--- src/include/dcd_pkg.sv ---
// Constants for the serial command decoder
package dcd_pkg;
  localparam int          FRAME_BITS     = 24;
  localparam int          DATA_BITS      = 16;
  localparam int          CNT_W          = 5;
  localparam int          ADDR_MSB       = 19;
  localparam int          ADDR_LSB       = 16;
  localparam int          PRESET_MSB     = 4;
  localparam int          PRESET_LSB     = 3;
  localparam int          RANGE_MSB      = 2;
  localparam int          RANGE_LSB      = 0;
  localparam int          CHAIN_OFF_BIT  = 0;
  localparam logic [4:0]  FRAME_BITS_CNT = 5'h18;
  localparam logic [3:0]  ADDR_NOP0      = 4'h0;
  localparam logic [3:0]  ADDR_WR_INPUT  = 4'h1;
  localparam logic [3:0]  ADDR_UPDATE    = 4'h2;
  localparam logic [3:0]  ADDR_WR_UPDATE = 4'h3;
  localparam logic [3:0]  ADDR_CTRL      = 4'h4;
  localparam logic [3:0]  ADDR_NOP5      = 4'h5;
  localparam logic [3:0]  ADDR_NOP6      = 4'h6;
  localparam logic [3:0]  ADDR_DATA_RST  = 4'h7;
  localparam logic [3:0]  ADDR_CHAIN_OFF = 4'h9;
  localparam logic [3:0]  ADDR_RB_INPUT  = 4'hA;
  localparam logic [3:0]  ADDR_RB_DAC    = 4'hB;
  localparam logic [3:0]  ADDR_NOPD      = 4'hD;
  localparam logic [3:0]  ADDR_NOPE      = 4'hE;
  localparam logic [3:0]  ADDR_FULL_RST  = 4'hF;
  localparam logic [1:0]  PRESET_ZERO    = 2'h0;
  localparam logic [1:0]  PRESET_MID     = 2'h1;
  localparam logic [1:0]  PRESET_FULL    = 2'h2;
  localparam logic [15:0] CODE_ZERO      = 16'h0000;
  localparam logic [15:0] CODE_MID       = 16'h8000;
  localparam logic [15:0] CODE_FULL      = 16'hFFFF;
  localparam logic [2:0]  RANGE_RST      = 3'h0;
  localparam logic        CHAIN_OFF_RST  = 1'b0;
endpackage : dcd_pkg

--- src/hw/dcd_frame_shift.sv ---
// Serial pin synchronisers and 24-bit frame shift register
module dcd_frame_shift
  import dcd_pkg::*;
(
  input  wire logic                  mclk,
  input  wire logic                  arst_n,
  input  wire logic                  sclk,
  input  wire logic                  sync_n,
  input  wire logic                  serial_data_input,
  input  wire logic                  load_en,
  input  wire logic [FRAME_BITS-1:0] load_word,
  output logic                       frame_valid,
  output logic [FRAME_BITS-1:0]      frame_word,
  output logic                       shift_out
);
  logic [2:0]            sclk_s;
  logic [2:0]            sync_s;
  logic [1:0]            din_s;
  logic [FRAME_BITS-1:0] sr;
  logic [FRAME_BITS-1:0] next_sr;
  logic [CNT_W-1:0]      cnt;
  logic [CNT_W-1:0]      next_cnt;
  logic                  next_valid;
  logic [FRAME_BITS-1:0] next_word;
  logic                  sclk_fall;
  logic                  sync_rise;

  // Only stages 1 and 2 feed edge detection
  assign sclk_fall = sclk_s[2] & ~sclk_s[1];
  assign sync_rise = ~sync_s[2] & sync_s[1];

  always_comb begin
    next_sr    = sr;
    next_cnt   = cnt;
    next_valid = 1'b0;
    next_word  = frame_word;
    if (load_en) begin
      next_sr = load_word;
    end else if (!sync_s[1] && sclk_fall) begin
      next_sr = {sr[FRAME_BITS-2:0], din_s[1]};
      // Counts one past a full frame so long frames fail the check
      if (cnt <= FRAME_BITS_CNT) begin
        next_cnt = cnt + 5'h01;
      end
    end
    if (sync_rise) begin
      next_cnt = '0;
      // Short or long frames are dropped
      if (cnt == FRAME_BITS_CNT) begin
        next_valid = 1'b1;
        next_word  = sr;
      end
    end
  end

  always_ff @(posedge mclk or negedge arst_n) begin
    if (!arst_n) begin
      sclk_s      <= '0;
      sync_s      <= 3'h7;
      din_s       <= '0;
      sr          <= '0;
      cnt         <= '0;
      frame_valid <= 1'b0;
      frame_word  <= '0;
      shift_out   <= 1'b0;
    end else begin
      sclk_s      <= {sclk_s[1:0], sclk};
      sync_s      <= {sync_s[1:0], sync_n};
      din_s       <= {din_s[0], serial_data_input};
      sr          <= next_sr;
      cnt         <= next_cnt;
      frame_valid <= next_valid;
      frame_word  <= next_word;
      shift_out   <= next_sr[FRAME_BITS-1];
    end
  end
endmodule : dcd_frame_shift

--- src/hw/dcd_top.sv ---
// Serial command decoder: daisy-chain disable, data and full resets, no-ops
// Overview of operation
// - Address 1001 loads the daisy-chain disable flag from data bit 0 only.
// - Disable flag resets to 0; writing 1 disables chaining, 0 enables it.
// - Address 0111 sets DAC data to the preset picked by reset_value_select.
// - Address 1111 returns all but the frame shift register to power-up: output grounded, buffer off.
// - A control write that changes range while the buffer is powered performs the full reset.
// - Addresses 0000, 0101, 0110, 1101, 1110 change nothing.
// - With chaining disabled the serial output floats and readbacks are ignored.
// - Each command is 24 bits shifted in most significant bit first.
module dcd_top
  import dcd_pkg::*;
(
  input  wire logic                 mclk,
  input  wire logic                 arst_n,
  input  wire logic                 sclk,
  input  wire logic                 sync_n,
  input  wire logic                 serial_data_input,
  output logic                      serial_data_output,
  output logic                      serial_data_output_oe,
  output logic [DATA_BITS-1:0]      dac_code,
  output logic [2:0]                out_range,
  output logic                      clamp_to_analog_ground,
  output logic                      buffer_powered,
  output logic                      daisy_chain_disable
);
  logic                  frame_valid;
  logic [FRAME_BITS-1:0] frame_word;
  logic                  shift_out;
  logic                  load_en;
  logic [FRAME_BITS-1:0] load_word;
  logic [3:0]            addr;
  logic [DATA_BITS-1:0]  data;
  logic [DATA_BITS-1:0]  input_reg;
  logic [1:0]            reset_value_select;
  logic [DATA_BITS-1:0]  next_input_reg;
  logic [1:0]            next_preset;
  logic [DATA_BITS-1:0]  next_dac_code;
  logic [2:0]            next_range;
  logic                  next_clamp;
  logic                  next_buf;
  logic                  next_chain_off;
  logic                  full_reset;
  logic [DATA_BITS-1:0]  preset_code;

  dcd_frame_shift u_shift (
    .mclk              (mclk),
    .arst_n            (arst_n),
    .sclk              (sclk),
    .sync_n            (sync_n),
    .serial_data_input (serial_data_input),
    .load_en           (load_en),
    .load_word         (load_word),
    .frame_valid       (frame_valid),
    .frame_word        (frame_word),
    .shift_out         (shift_out)
  );

  // Bits 23..20 carry nothing this block uses
  assign addr = frame_word[ADDR_MSB:ADDR_LSB];
  assign data = frame_word[DATA_BITS-1:0];

  always_comb begin
    case (reset_value_select)
      PRESET_MID:  preset_code = CODE_MID;
      PRESET_FULL: preset_code = CODE_FULL;
      default: preset_code = CODE_ZERO;
    endcase
  end

  // Readback reply loaded for the next frame, only while chaining is on
  always_comb begin
    load_en   = 1'b0;
    load_word = '0;
    if (frame_valid && !daisy_chain_disable) begin
      if (addr == ADDR_RB_DAC) begin
        load_en   = 1'b1;
        load_word = {4'h0, ADDR_RB_DAC, dac_code};
      end else if (addr == ADDR_RB_INPUT) begin
        load_en   = 1'b1;
        load_word = {4'h0, ADDR_RB_INPUT, input_reg};
      end
    end
  end

  always_comb begin
    next_input_reg = input_reg;
    next_preset    = reset_value_select;
    next_dac_code  = dac_code;
    next_range     = out_range;
    next_clamp     = clamp_to_analog_ground;
    next_buf       = buffer_powered;
    next_chain_off = daisy_chain_disable;
    full_reset     = 1'b0;
    if (frame_valid) begin
      case (addr)
        ADDR_WR_INPUT: begin
          next_input_reg = data;
        end
        ADDR_UPDATE: begin
          next_dac_code = input_reg;
        end
        ADDR_WR_UPDATE: begin
          next_input_reg = data;
          next_dac_code  = data;
        end
        ADDR_CTRL: begin
          if (buffer_powered && data[RANGE_MSB:RANGE_LSB] != out_range) begin
            full_reset = 1'b1;
          end else begin
            next_preset = data[PRESET_MSB:PRESET_LSB];
            next_range = data[RANGE_MSB:RANGE_LSB];
            next_clamp = 1'b0;
            next_buf   = 1'b1;
          end
        end
        ADDR_DATA_RST: begin
          next_input_reg = preset_code;
          next_dac_code  = preset_code;
        end
        ADDR_CHAIN_OFF: begin
          next_chain_off = data[CHAIN_OFF_BIT];
        end
        ADDR_FULL_RST: begin
          full_reset = 1'b1;
        end
        default: begin
          // No-op addresses and readbacks hold all state
          next_chain_off = daisy_chain_disable;
        end
      endcase
    end
    if (full_reset) begin
      next_input_reg = CODE_ZERO;
      next_dac_code  = CODE_ZERO;
      next_preset    = PRESET_ZERO;
      next_range     = RANGE_RST;
      next_clamp     = 1'b1;
      next_buf       = 1'b0;
      next_chain_off = CHAIN_OFF_RST;
    end
  end

  always_ff @(posedge mclk or negedge arst_n) begin
    if (!arst_n) begin
      input_reg              <= CODE_ZERO;
      reset_value_select     <= PRESET_ZERO;
      dac_code               <= CODE_ZERO;
      out_range              <= RANGE_RST;
      clamp_to_analog_ground <= 1'b1;
      buffer_powered         <= 1'b0;
      daisy_chain_disable    <= CHAIN_OFF_RST;
      serial_data_output     <= 1'b0;
      serial_data_output_oe  <= 1'b0;
    end else begin
      input_reg              <= next_input_reg;
      reset_value_select     <= next_preset;
      dac_code               <= next_dac_code;
      out_range              <= next_range;
      clamp_to_analog_ground <= next_clamp;
      buffer_powered         <= next_buf;
      daisy_chain_disable    <= next_chain_off;
      serial_data_output     <= shift_out & ~next_chain_off;
      serial_data_output_oe  <= ~next_chain_off;
    end
  end

  a_chain_update_bit: assert property (@(posedge mclk) disable iff (!arst_n)
    frame_valid && addr == ADDR_CHAIN_OFF
    |=> daisy_chain_disable == $past(frame_word[CHAIN_OFF_BIT]))
    else $error("disable flag not taken from data bit 0");

  a_chain_full_clear: assert property (@(posedge mclk) disable iff (!arst_n)
    frame_valid && addr == ADDR_FULL_RST |=> !daisy_chain_disable && serial_data_output_oe)
    else $error("full reset did not re-enable chaining");

  a_data_reset_code: assert property (@(posedge mclk) disable iff (!arst_n)
    frame_valid && addr == ADDR_DATA_RST && reset_value_select == PRESET_MID
    |=> dac_code == CODE_MID && $stable(clamp_to_analog_ground))
    else $error("data reset gave wrong code");

  a_full_reset_state: assert property (@(posedge mclk) disable iff (!arst_n)
    frame_valid && addr == ADDR_FULL_RST
    |=> clamp_to_analog_ground && !buffer_powered && dac_code == CODE_ZERO)
    else $error("full reset state wrong");

  a_ctrl_release: assert property (@(posedge mclk) disable iff (!arst_n)
    frame_valid && addr == ADDR_CTRL && !buffer_powered
    |=> !clamp_to_analog_ground && buffer_powered ##1 buffer_powered)
    else $error("control write did not release clamp");

  a_range_change_rst: assert property (@(posedge mclk) disable iff (!arst_n)
    frame_valid && addr == ADDR_CTRL && buffer_powered
    && frame_word[RANGE_MSB:RANGE_LSB] != out_range
    |=> clamp_to_analog_ground && !buffer_powered && out_range == RANGE_RST
    && dac_code == CODE_ZERO)
    else $error("range change did not full reset");

  a_nop_hold_state: assert property (@(posedge mclk) disable iff (!arst_n)
    frame_valid && (addr == ADDR_NOP0 || addr == ADDR_NOP5 || addr == ADDR_NOP6
    || addr == ADDR_NOPD || addr == ADDR_NOPE)
    |=> $stable(dac_code) && $stable(daisy_chain_disable) && $stable(out_range)
    && $stable(clamp_to_analog_ground) && $stable(input_reg))
    else $error("no-op changed state");

  a_dout_tristate: assert property (@(posedge mclk) disable iff (!arst_n)
    daisy_chain_disable |-> !serial_data_output_oe && !load_en)
    else $error("serial output driven while chaining disabled");
endmodule : dcd_top

--- config.mk ---
export PLATFORM = sky130hd
export DESIGN_NAME = dcd_top
export DESIGN_NICKNAME = d
export VERILOG_FILES = /design/src/include/dcd_pkg.sv /design/src/hw/dcd_frame_shift.sv /design/src/hw/dcd_top.sv
export SDC_FILE = /design/constraint.sdc
export NUM_CORES = 1
export LEC_CHECK = 0
export ABC_AREA = 1
export BUFFER_PORTS_ARGS = -buffer_cell sky130_fd_sc_hd__buf_2
export CORE_MARGIN = 5
export CORE_UTILIZATION = 52
export CTS_CLUSTER_DIAMETER = 60
export DETAILED_ROUTE_END_ITERATION = 10
export GPL_ROUTABILITY_DRIVEN = 1
export GPL_TIMING_DRIVEN = 0
export HOLD_SLACK_MARGIN = 0.15
export MAX_ROUTING_LAYER = met4
export PLACE_DENSITY = 0.7
export SYNTH_ARGS = -nofsm -noshare
export SYNTH_HDL_FRONTEND = slang
export SYNTH_HIERARCHICAL = 1
export SYNTH_SLANG_ARGS = --single-unit
export TNS_END_PERCENT = 30
--- constraint.sdc ---
create_clock -name mclk -period 2.8 [get_ports mclk]
set_clock_uncertainty 0.15 [all_clocks]
set_input_delay 0.42 -clock mclk [delete_from_list [all_inputs] [get_ports mclk]]
set_output_delay 0.42 -clock mclk [all_outputs]
set_load 0.05 [all_outputs]
# Word-level counts from Yosys, hierarchy flattened

Index checks and enable logic that the tools add are counted.

Flip-flop bits (word level): 100
Output and inout bits: 24
Logic and storage cells: 101

$add $sub $neg: 1
$lt $le $gt $ge: 1
Equal/unequal tests: 15
Muxes and demuxes: 43
Bitwise operators: 6
Reduce and logical (&&, ||, !) cells: 18

Operators with widths:

| kind                | count |
|---|---|
| $mux 16             | 4 |
| $pmux 16 s2         | 2 |
| $mux 20             | 3 |
| $mux 24             | 2 |
| $pmux 16 s3         | 1 |
| $mux 5              | 4 |
| $mux 1              | 18 |
| $eq 4x4->1 const B  | 4 |
| $mux 3              | 4 |
| $reduce_bool 2->1   | 5 |
| $eq 4x2->1 const B  | 2 |
| $eq 4x3->1 const B  | 2 |
| $mux 2              | 4 |
| $reduce_and 2->1    | 3 |
| $reduce_and 3->1    | 2 |
| $add 5x1->5 const B | 1 |
| $eq 5x5->1 const B  | 1 |
| $le 5x5->1 const B  | 1 |
| $eq 4x1->1 const B  | 1 |
| $reduce_bool 4->1   | 1 |
| $and 1x1->1         | 3 |
| $logic_and 1x1->1   | 3 |
| $ne 3x3->1          | 1 |
| $not 1->1           | 3 |
| other kinds (8)     | 9 |

# Longest topological paths before layout

Gate-level depths: netlist (run 1).

Depth in word-level cells: 8
Mapped depth: 12
Gate-level depth less buffers: 11

# Cells and area by module

Netlist (run 1), hierarchy kept.

By module, submodules not included:

| module          | times used | cells each | area an instance (sq um) | seq. area each (sq um) |
|---|---|---|---|---|
| dcd_top         | 1          | 384        | 2,711.4                  | 1,052.3 |
| dcd_frame_shift | 1          | 288        | 2,561.2                  | 1,555.2 |

# Least setup slack after synthesis (run 1)

Ideal clock, no wire load.

Kind: flip-flop to flip-flop
From: register u_shift.frame_word[18]
To: register u_shift.sr[4]
Library setup time: 0.130 ns
Arrival: 1.712 ns
Required time: 2.520 ns
Path slack: 0.808 ns
Cell stages (with the launch flop): 12
Period minus slack after synthesis: 1.992 ns
Cells stage by stage: dfrtp_1 buf_2 nor2_2 inv_1 nor3_1 buf_2 inv_1 nand3_1 inv_2 buf_2 nand2_1 o211ai_1

Longest elaborated chain between the ends: 5

Ends and longest elaborated chain:

| what                                         | line                  | RTL |
|---|---|---|
| start: declaration                           | dcd_frame_shift.sv:13 | `output logic [FRAME_BITS-1:0] frame_word,` |
| start signal: assignment                     | dcd_frame_shift.sv:73 | `frame_word <= next_word;` |
| $eq 4x4->1                                   | dcd_top.sv:79         | `end else if (addr == ADDR_RB_INPUT) begin` |
| $mux 1                                       | dcd_top.sv:79         |  |
| $mux 1 (*)                                   | dcd_top.sv:76         | `if (addr == ADDR_RB_DAC) begin` |
| $mux 1 (*)                                   | dcd_top.sv:75         | `if (frame_valid && !daisy_chain_disable) begin` |
| net load_en                                  | dcd_top.sv:30         | `logic load_en;` |
| $mux 24 or $reduce_bool 2->1 (tied branches) | -                     |  |
| end signal: assignment                       | dcd_frame_shift.sv:70 | `sr <= next_sr;` |
| end: declaration                             | dcd_frame_shift.sv:19 | `logic [FRAME_BITS-1:0] sr;` |

Mark *: on every way through the listed nets, which the timed path passes. The rest lies on a longest branch.
A chain may end at the register's enable or synchronous reset.

# Worst setup path in the final report (run 1)

From: register u_shift.frame_word[18]
To: register u_shift.sr[6]

The elaborated chain is that of the path after synthesis.

==> results of run 1 <==
[power by group through the flow]
stage | Sequential (mW) | Clock [mW] | Combinational [mW]
after floorplan | 1.56 | 0 | 0.0697
after global placement | 1.55 | 0 | 0.131
after detailed placement | 1.55 | 0 | 0.142
after CTS | 1.52 | 1.04 | 0.147
after global routing | 1.53 | 1.11 | 0.165
final | 1.52 | 1.01 | 0.144
[stage by stage]
| step | instances | utilization, % |
|---|---|---|
| after CTS | 842 | 59.2 |
| after floorplan | 660 | - |
| after global placement | 821 | 56.3 |
| after detailed placement | 822 | 56.6 |
| final | 842 | 59.2 |
| after global routing | 842 | 59.2 |
[final cells by class]
class | count | area (um^2)
well taps | 133 | 166
plain buffers | 33 | 196
inverters | 83 | 317
fillers | 891 | 3950
clock buffers | 14 | 153
multi-input cells | 444 | 2120
clock inverters | 2 | 60.1
flip-flops and latches | 100 | 2510
repair buffers | 33 | 210
[placed cells by master, fill, tap and decap left out, drive strengths merged]
master / instances
clkinv: 2
ha: 3
or2: 2
a21oi: 8
xnor2: 1
buf: 53
inv: 81
o21ai: 25
conb: 5
nand3: 67
bufinv: 2
nor3: 14
nand2: 243
o22ai: 3
xor2: 1
nand4: 8
dfrtp: 96
dlygate4sd3: 4
a22oi: 15
dfstp: 4
clkbuf: 23
a21boi: 2
o211ai: 8
nor2: 26
nand3b: 1
o31ai: 12
[path summary, 6_finish.rpt]
| kind | end | slack [ns] | startpoint | cells past startpoint |
|---|---|---|---|---|
| min | u_shift/sclk_s[1]$_DFF_PN0_ | 0.20 | u_shift/sclk_s[0]$_DFF_PN0_ | 0 |
| max reg2reg | u_shift/sr[6]$_DFFE_PN0P_ | 0.07 | u_shift/frame_word[18]$_DFFE_PN0P_ | 8 |
| max | u_shift/sr[6]$_DFFE_PN0P_ | 0.07 | u_shift/frame_word[18]$_DFFE_PN0P_ | 8 |
| min in group asynchronous | dac_code[6]$_DFFE_PN0P_ | 0.34 | arst_n | 2 |
| min reg2reg | u_shift/sclk_s[1]$_DFF_PN0_ | 0.20 | u_shift/sclk_s[0]$_DFF_PN0_ | 0 |
| max in group asynchronous | clamp_to_analog_ground$_DFFE_PN1P_ | 1.44 | arst_n | 3 |
[metal layers]
metal	global-route usage, %	share of wire [%]	vias to the layer above	wire (um)
li1	-	-	2177	-
met1	33.0	45	2197	6050
met2	38.2	46	178	6110
met3	3.11	6.2	34	823
met4	11.3	2.9	0	384
met5	-	0	-	0
[critical path: stages (launching register included)]
cell and delay, ns:
dfrtp_1 0.41, buf_2 0.22, nor2_2 0.18, inv_1 0.07, nor3_1 0.43, buf_2 0.29, clkbuf_1 0.58, nand2_1 0.16
o211ai_1 0.14
==> impl_metrics.csv, run 1 <==
group,metric,value,unit
sta,rsz0062_at_grt,"false",
power,intPower,2.07,mW
clocking,cts_tree,"yes",
clocking,cts_hold_buf,4,
cells_and_area,top_regs,"u_shift/sr x24, u_shift/frame_word x20",
clocking,cts_sinks,100,
clocking,cts_root_buffer,"clkbuf_8",
power,power_frac_seq,56.8,%
setup_path,cp_data_arrival_time,2.86,ns
power,p_total,2.68,mW
setup_path,startpoint_type,"flip-flop",
routing,wl,13.4,mm
routing,vias,4586,
yosys,ys_warn_count,6,
cells_and_area,largest_reg_flops,24,
clocking,cts_buffer_depth,2,
cells_and_area,area_delta_synth_final,11.8,%
sta,final_hold_viol_count,0,
sta,period_minus_slack,2.73,ns
sta,max_freq,367,MHz
floorplanning,die_width,109,um
sta,hold_slack,0.203,ns
setup_path,cp-end-kind,"flip-flop",
flow_run,cap_violations,0,
sta,maxSlewViolCount,0,
sta,min_period_over_period,97.4,%
setup_path,critPathKind,"flip-flop to flip-flop",
power,switching_share,22.8,%
floorplanning,start_util,52.9,%
placement,postPlaceCellArea,5480,um^2
clocking,cts_buffers,9,
clocking,clk_pin_slew,0.09,ns
routing,ant_nets,0,
grt,grt_usage,24.8,%
setup_path,worstPathMaxFanout,10,
cells_and_area,nets,712,
sta,setup_ws,0.0740,ns
routing,dr.pass1.iters,6,
yosys,syn_area,5130,um^2
routing,drc,0,
placement,gp_congestion,0.902,
clocking,htreeDepth,3,
power,p_per_area,468,nW/um^2
routing,drt-wirelength-per-cell,15.9,um
placement,hpwl,9.17,mm
sta,slew_headroom,51.2,%
floorplanning,io_pins,29,
floorplanning,coreArea,9680,um^2
grt,grt.overflow.total,0,
cells_and_area,n_antenna_cell,0,
power,p_switching,0.610,mW
power,leakagePower,2.98,nW
grt,grt_max_degree,74,
power,peakVddDrop,0.214,mV
setup_path,worst_ep_required_time,2.94,ns
placement,io_buffers,28,
cells_and_area,final_area,5730,um^2
yosys,syn-instance-count,656,
sta,worst_pin_slew,0.732,ns
sta,setup_viol,0,
yosys,syn_avg_cell_area,7.82,um^2
placement,place_ws,0.205,ns
floorplanning,die_h,109,um
cells_and_area,drive_gt1_share,13.4,%
routing,drtIter0Drc,510,
floorplanning,row_count,36,
power,comb_power_share,5.4,%
cells_and_area,top_register,"u_shift/sr",
power,clockPowerShare,37.8,%
clocking,cts_setup_buffers,0,
hold_path,hold_class,"flip-flop to flip-flop",
routing,via_per_inst,5.45,
clocking,cts_resized,0,
sta,setup_tns,0,ns
grt,grt_pass1_vias,4383,
grt,grt_pass1_wl,22.0,mm
status,status,"finished clean",
clocking,clock_latency,0.38,ns
floorplanning,dieArea,11900,um^2
grt,grt_antenna_before_repair,0,
(Power assumes the default switching activity.)
==> run 2, diff against run 1 <==
--- a/config.mk
+++ b/config.mk
@@ -6,14 +6,14 @@
 export NUM_CORES = 1
 export LEC_CHECK = 0
 export ABC_AREA = 1
-export BUFFER_PORTS_ARGS = -buffer_cell sky130_fd_sc_hd__buf_2
+export BUFFER_PORTS_ARGS = -buffer_cell sky130_fd_sc_hd__clkbuf_2
 export CORE_MARGIN = 5
 export CORE_UTILIZATION = 52
 export CTS_CLUSTER_DIAMETER = 60
 export DETAILED_ROUTE_END_ITERATION = 10
 export GPL_ROUTABILITY_DRIVEN = 1
 export GPL_TIMING_DRIVEN = 0
-export HOLD_SLACK_MARGIN = 0.15
+export HOLD_SLACK_MARGIN = 0.08
 export MAX_ROUTING_LAYER = met4
 export PLACE_DENSITY = 0.7
 export SYNTH_ARGS = -nofsm -noshare
==> impl_metrics.csv, run 2 (synthesized netlist as in run 1, its figures left out) <==
group,metric,value,unit
routing,dr.pass1.iters,6,
placement,io_buffers,28,
setup_path,cp-end-kind,"flip-flop",
setup_path,crit_buf_inv,4,
hold_path,whs_endpoint,"u_shift/sync_s[1]$_DFF_PN1_",
hold_path,min_path_cells,0,
setup_path,cpLargestDelayFamily,"buffers and inverters",
cells_and_area,nets,712,
cells_and_area,n_antenna_cell,0,
power,peakVddDrop,0.226,mV
power,p_switching,0.607,mW
clocking,cts_sinks,100,
floorplanning,dieArea,11900,um^2
grt,use_met1,33.4,%
cells_and_area,area_delta_synth_final,11.3,%
floorplanning,row_count,36,
floorplanning,die_width,109,um
cells_and_area,top_register,"u_shift/sr",
setup_path,worst_ep_required_time,2.94,ns
setup_path,rr_worst_depth,8,
grt,busiest_layer,"met2",
sta,setup_viol,0,
cells_and_area,largest_reg_flops,24,
setup_path,worstPathMaxFanout,10,
setup_path,r2r_start,"u_shift/frame_word[18]$_DFFE_PN0P_",
grt,grt_pass1_wl,21.8,mm
placement,place_inst,822,
sta,period_minus_slack,2.61,ns
setup_path,r2r-end,"u_shift/sr[7]$_DFFE_PN0P_",
floorplanning,coreArea,9680,um^2
clocking,cts_setup_buffers,0,
clocking,cts_root_buffer,"clkbuf_8",
cells_and_area,drive_gt1_share,13.4,%
power,p_per_area,453,nW/um^2
grt,grt_util_met2,36.2,%
setup_path,critPathKind,"flip-flop to flip-flop",
sta,worst_pin_slew,0.668,ns
power,power_frac_seq,58.9,%
floorplanning,io_pins,29,
cells_and_area,layout_commonest_cell,"nand2_1",
routing,vias,4586,
sta,setup_tns,0,ns
grt,grt_antenna_before_repair,0,
placement,gp_congestion,0.910,
hold_path,min_from,"u_shift/sync_s[0]$_DFF_PN1_",
setup_path,crit_chain,"buf_2, nor2_2, inv_1, nor3_1, buf_2, clkbuf_1, nand2_1, o211ai_1",
power,clockPowerShare,35.5,%
routing,wl,13.2,mm
floorplanning,die_h,109,um
cells_and_area,final_cells,842,
clocking,cts_buffers,9,
setup_path,cp_data_arrival_time,2.74,ns
power,switching_share,23.5,%
sta,max_freq,384,MHz
sta,final_hold_viol_count,0,
clocking,cts_buffer_depth,2,
clocking,htreeDepth,3,
routing,drt-wirelength-per-cell,15.7,um
sta,slew_headroom,55.5,%
grt,grt_pass1_vias,4365,
clocking,cts_tree,"yes",
cells_and_area,top_regs,"u_shift/sr x24, u_shift/frame_word x20",
power,intPower,1.98,mW
grt,grt.overflow.total,0,
power,comb_power_share,5.5,%
flow_run,cap_violations,0,
grt,grt_max_degree,68,
setup_path,r2r_slack,0.19,ns
clocking,clk_pin_slew,0.09,ns
hold_path,hold_class,"flip-flop to flip-flop",
clocking,clock_latency,0.37,ns
sta,rsz0062_at_grt,"false",
floorplanning,start_util,52.9,%
cells_and_area,final_cell_mix,"nand2_1, dfrtp_1, inv_1",
setup_path,cp_common_cell,"buf_2",
routing,drc,0,
setup_path,critical_path.max_stage_delay,0.54,ns
grt,grt_util_met3,4.40,%
routing,drtIter0Drc,397,
power,leakagePower,2.95,nW
placement,hpwl,9.17,mm
routing,via_per_inst,5.45,
setup_path,startpoint_type,"flip-flop",
sta,maxSlewViolCount,0,
sta,min_period_over_period,93.1,%
routing,ant_nets,0,
grt,grt_usage,24.4,%
setup_path,cpMaxStageDelayCell,"clkbuf_1",
status,status,"finished clean",
-- run 2: cell types whose count changed in the layout (fill, tap and decap cells not counted), sizes merged --
cell / change
clkbuf: +28
bufinv: -1
buf: -28
clkinv: +1
-- run 2: worst max-delay path by stage --
stage                                  startpoint                         end  slack [ns]  depth (start not counted)
3_5_place_dp   u_shift/frame_word[18]$_DFFE_PN0P_   u_shift/sr[8]$_DFFE_PN0P_        0.25                          8
2_1_floorplan  u_shift/frame_word[18]$_DFFE_PN0P_   u_shift/sr[4]$_DFFE_PN0P_        0.81                         11
6_report       u_shift/frame_word[18]$_DFFE_PN0P_   u_shift/sr[7]$_DFFE_PN0P_        0.19                          8
3_3_place_gp                               arst_n  u_shift/sr[21]$_DFFE_PN0P_       -0.08                          1
5_1_grt        u_shift/frame_word[18]$_DFFE_PN0P_   u_shift/sr[5]$_DFFE_PN0P_      0.0008                          8
4_1_cts        u_shift/frame_word[18]$_DFFE_PN0P_   u_shift/sr[7]$_DFFE_PN0P_        0.21                          8
-- run 2: stage by stage --
stage          power [mW]  instance area [um^2]  hold slack, ns  worst slack (ns)  utilization, %
2_1_floorplan        1.63                  5140         -0.0256             0.808               -
3_3_place_gp         1.68                  5450           0.185           -0.0806            56.3
3_5_place_dp         1.69                  5480           0.188             0.254            56.6
4_1_cts              2.61                  5710           0.207             0.215            58.9
5_1_grt              2.71                  5710           0.212          0.000848            58.9
6_report             2.59                  5710           0.201             0.193            58.9
-- run 2: per-layer routing --
layer	up-vias	part of all wire, %
li1	2171	-
met1	2180	44
met2	205	45
met3	30	7.9
met4	0	3.1
met5	-	0
-- run 2: cell type report --
class	instances	area, um^2
buffer	33	196
sequential	100	2510
timing repair buffer	33	210
multi-input combinational	444	2120
clock inverter	2	35.0
fill	885	3980
clock buffer	14	153
inverter	83	317
tap	133	166
-- run 2: what timing repair did --
item                      in CTS  in global routing
hold buffers                   4                  0
gates resized for setup        0                  0
hold endpoints to repair      36                  0
-- run 2: power groups by stage --
stage	combinational (mW)	sequential, mW	clock [mW]
2_1_floorplan	0.0697	1.56	0
3_3_place_gp	0.130	1.55	0
3_5_place_dp	0.142	1.55	0
4_1_cts	0.146	1.52	0.937
5_1_grt	0.165	1.53	1.01
6_report	0.143	1.52	0.919
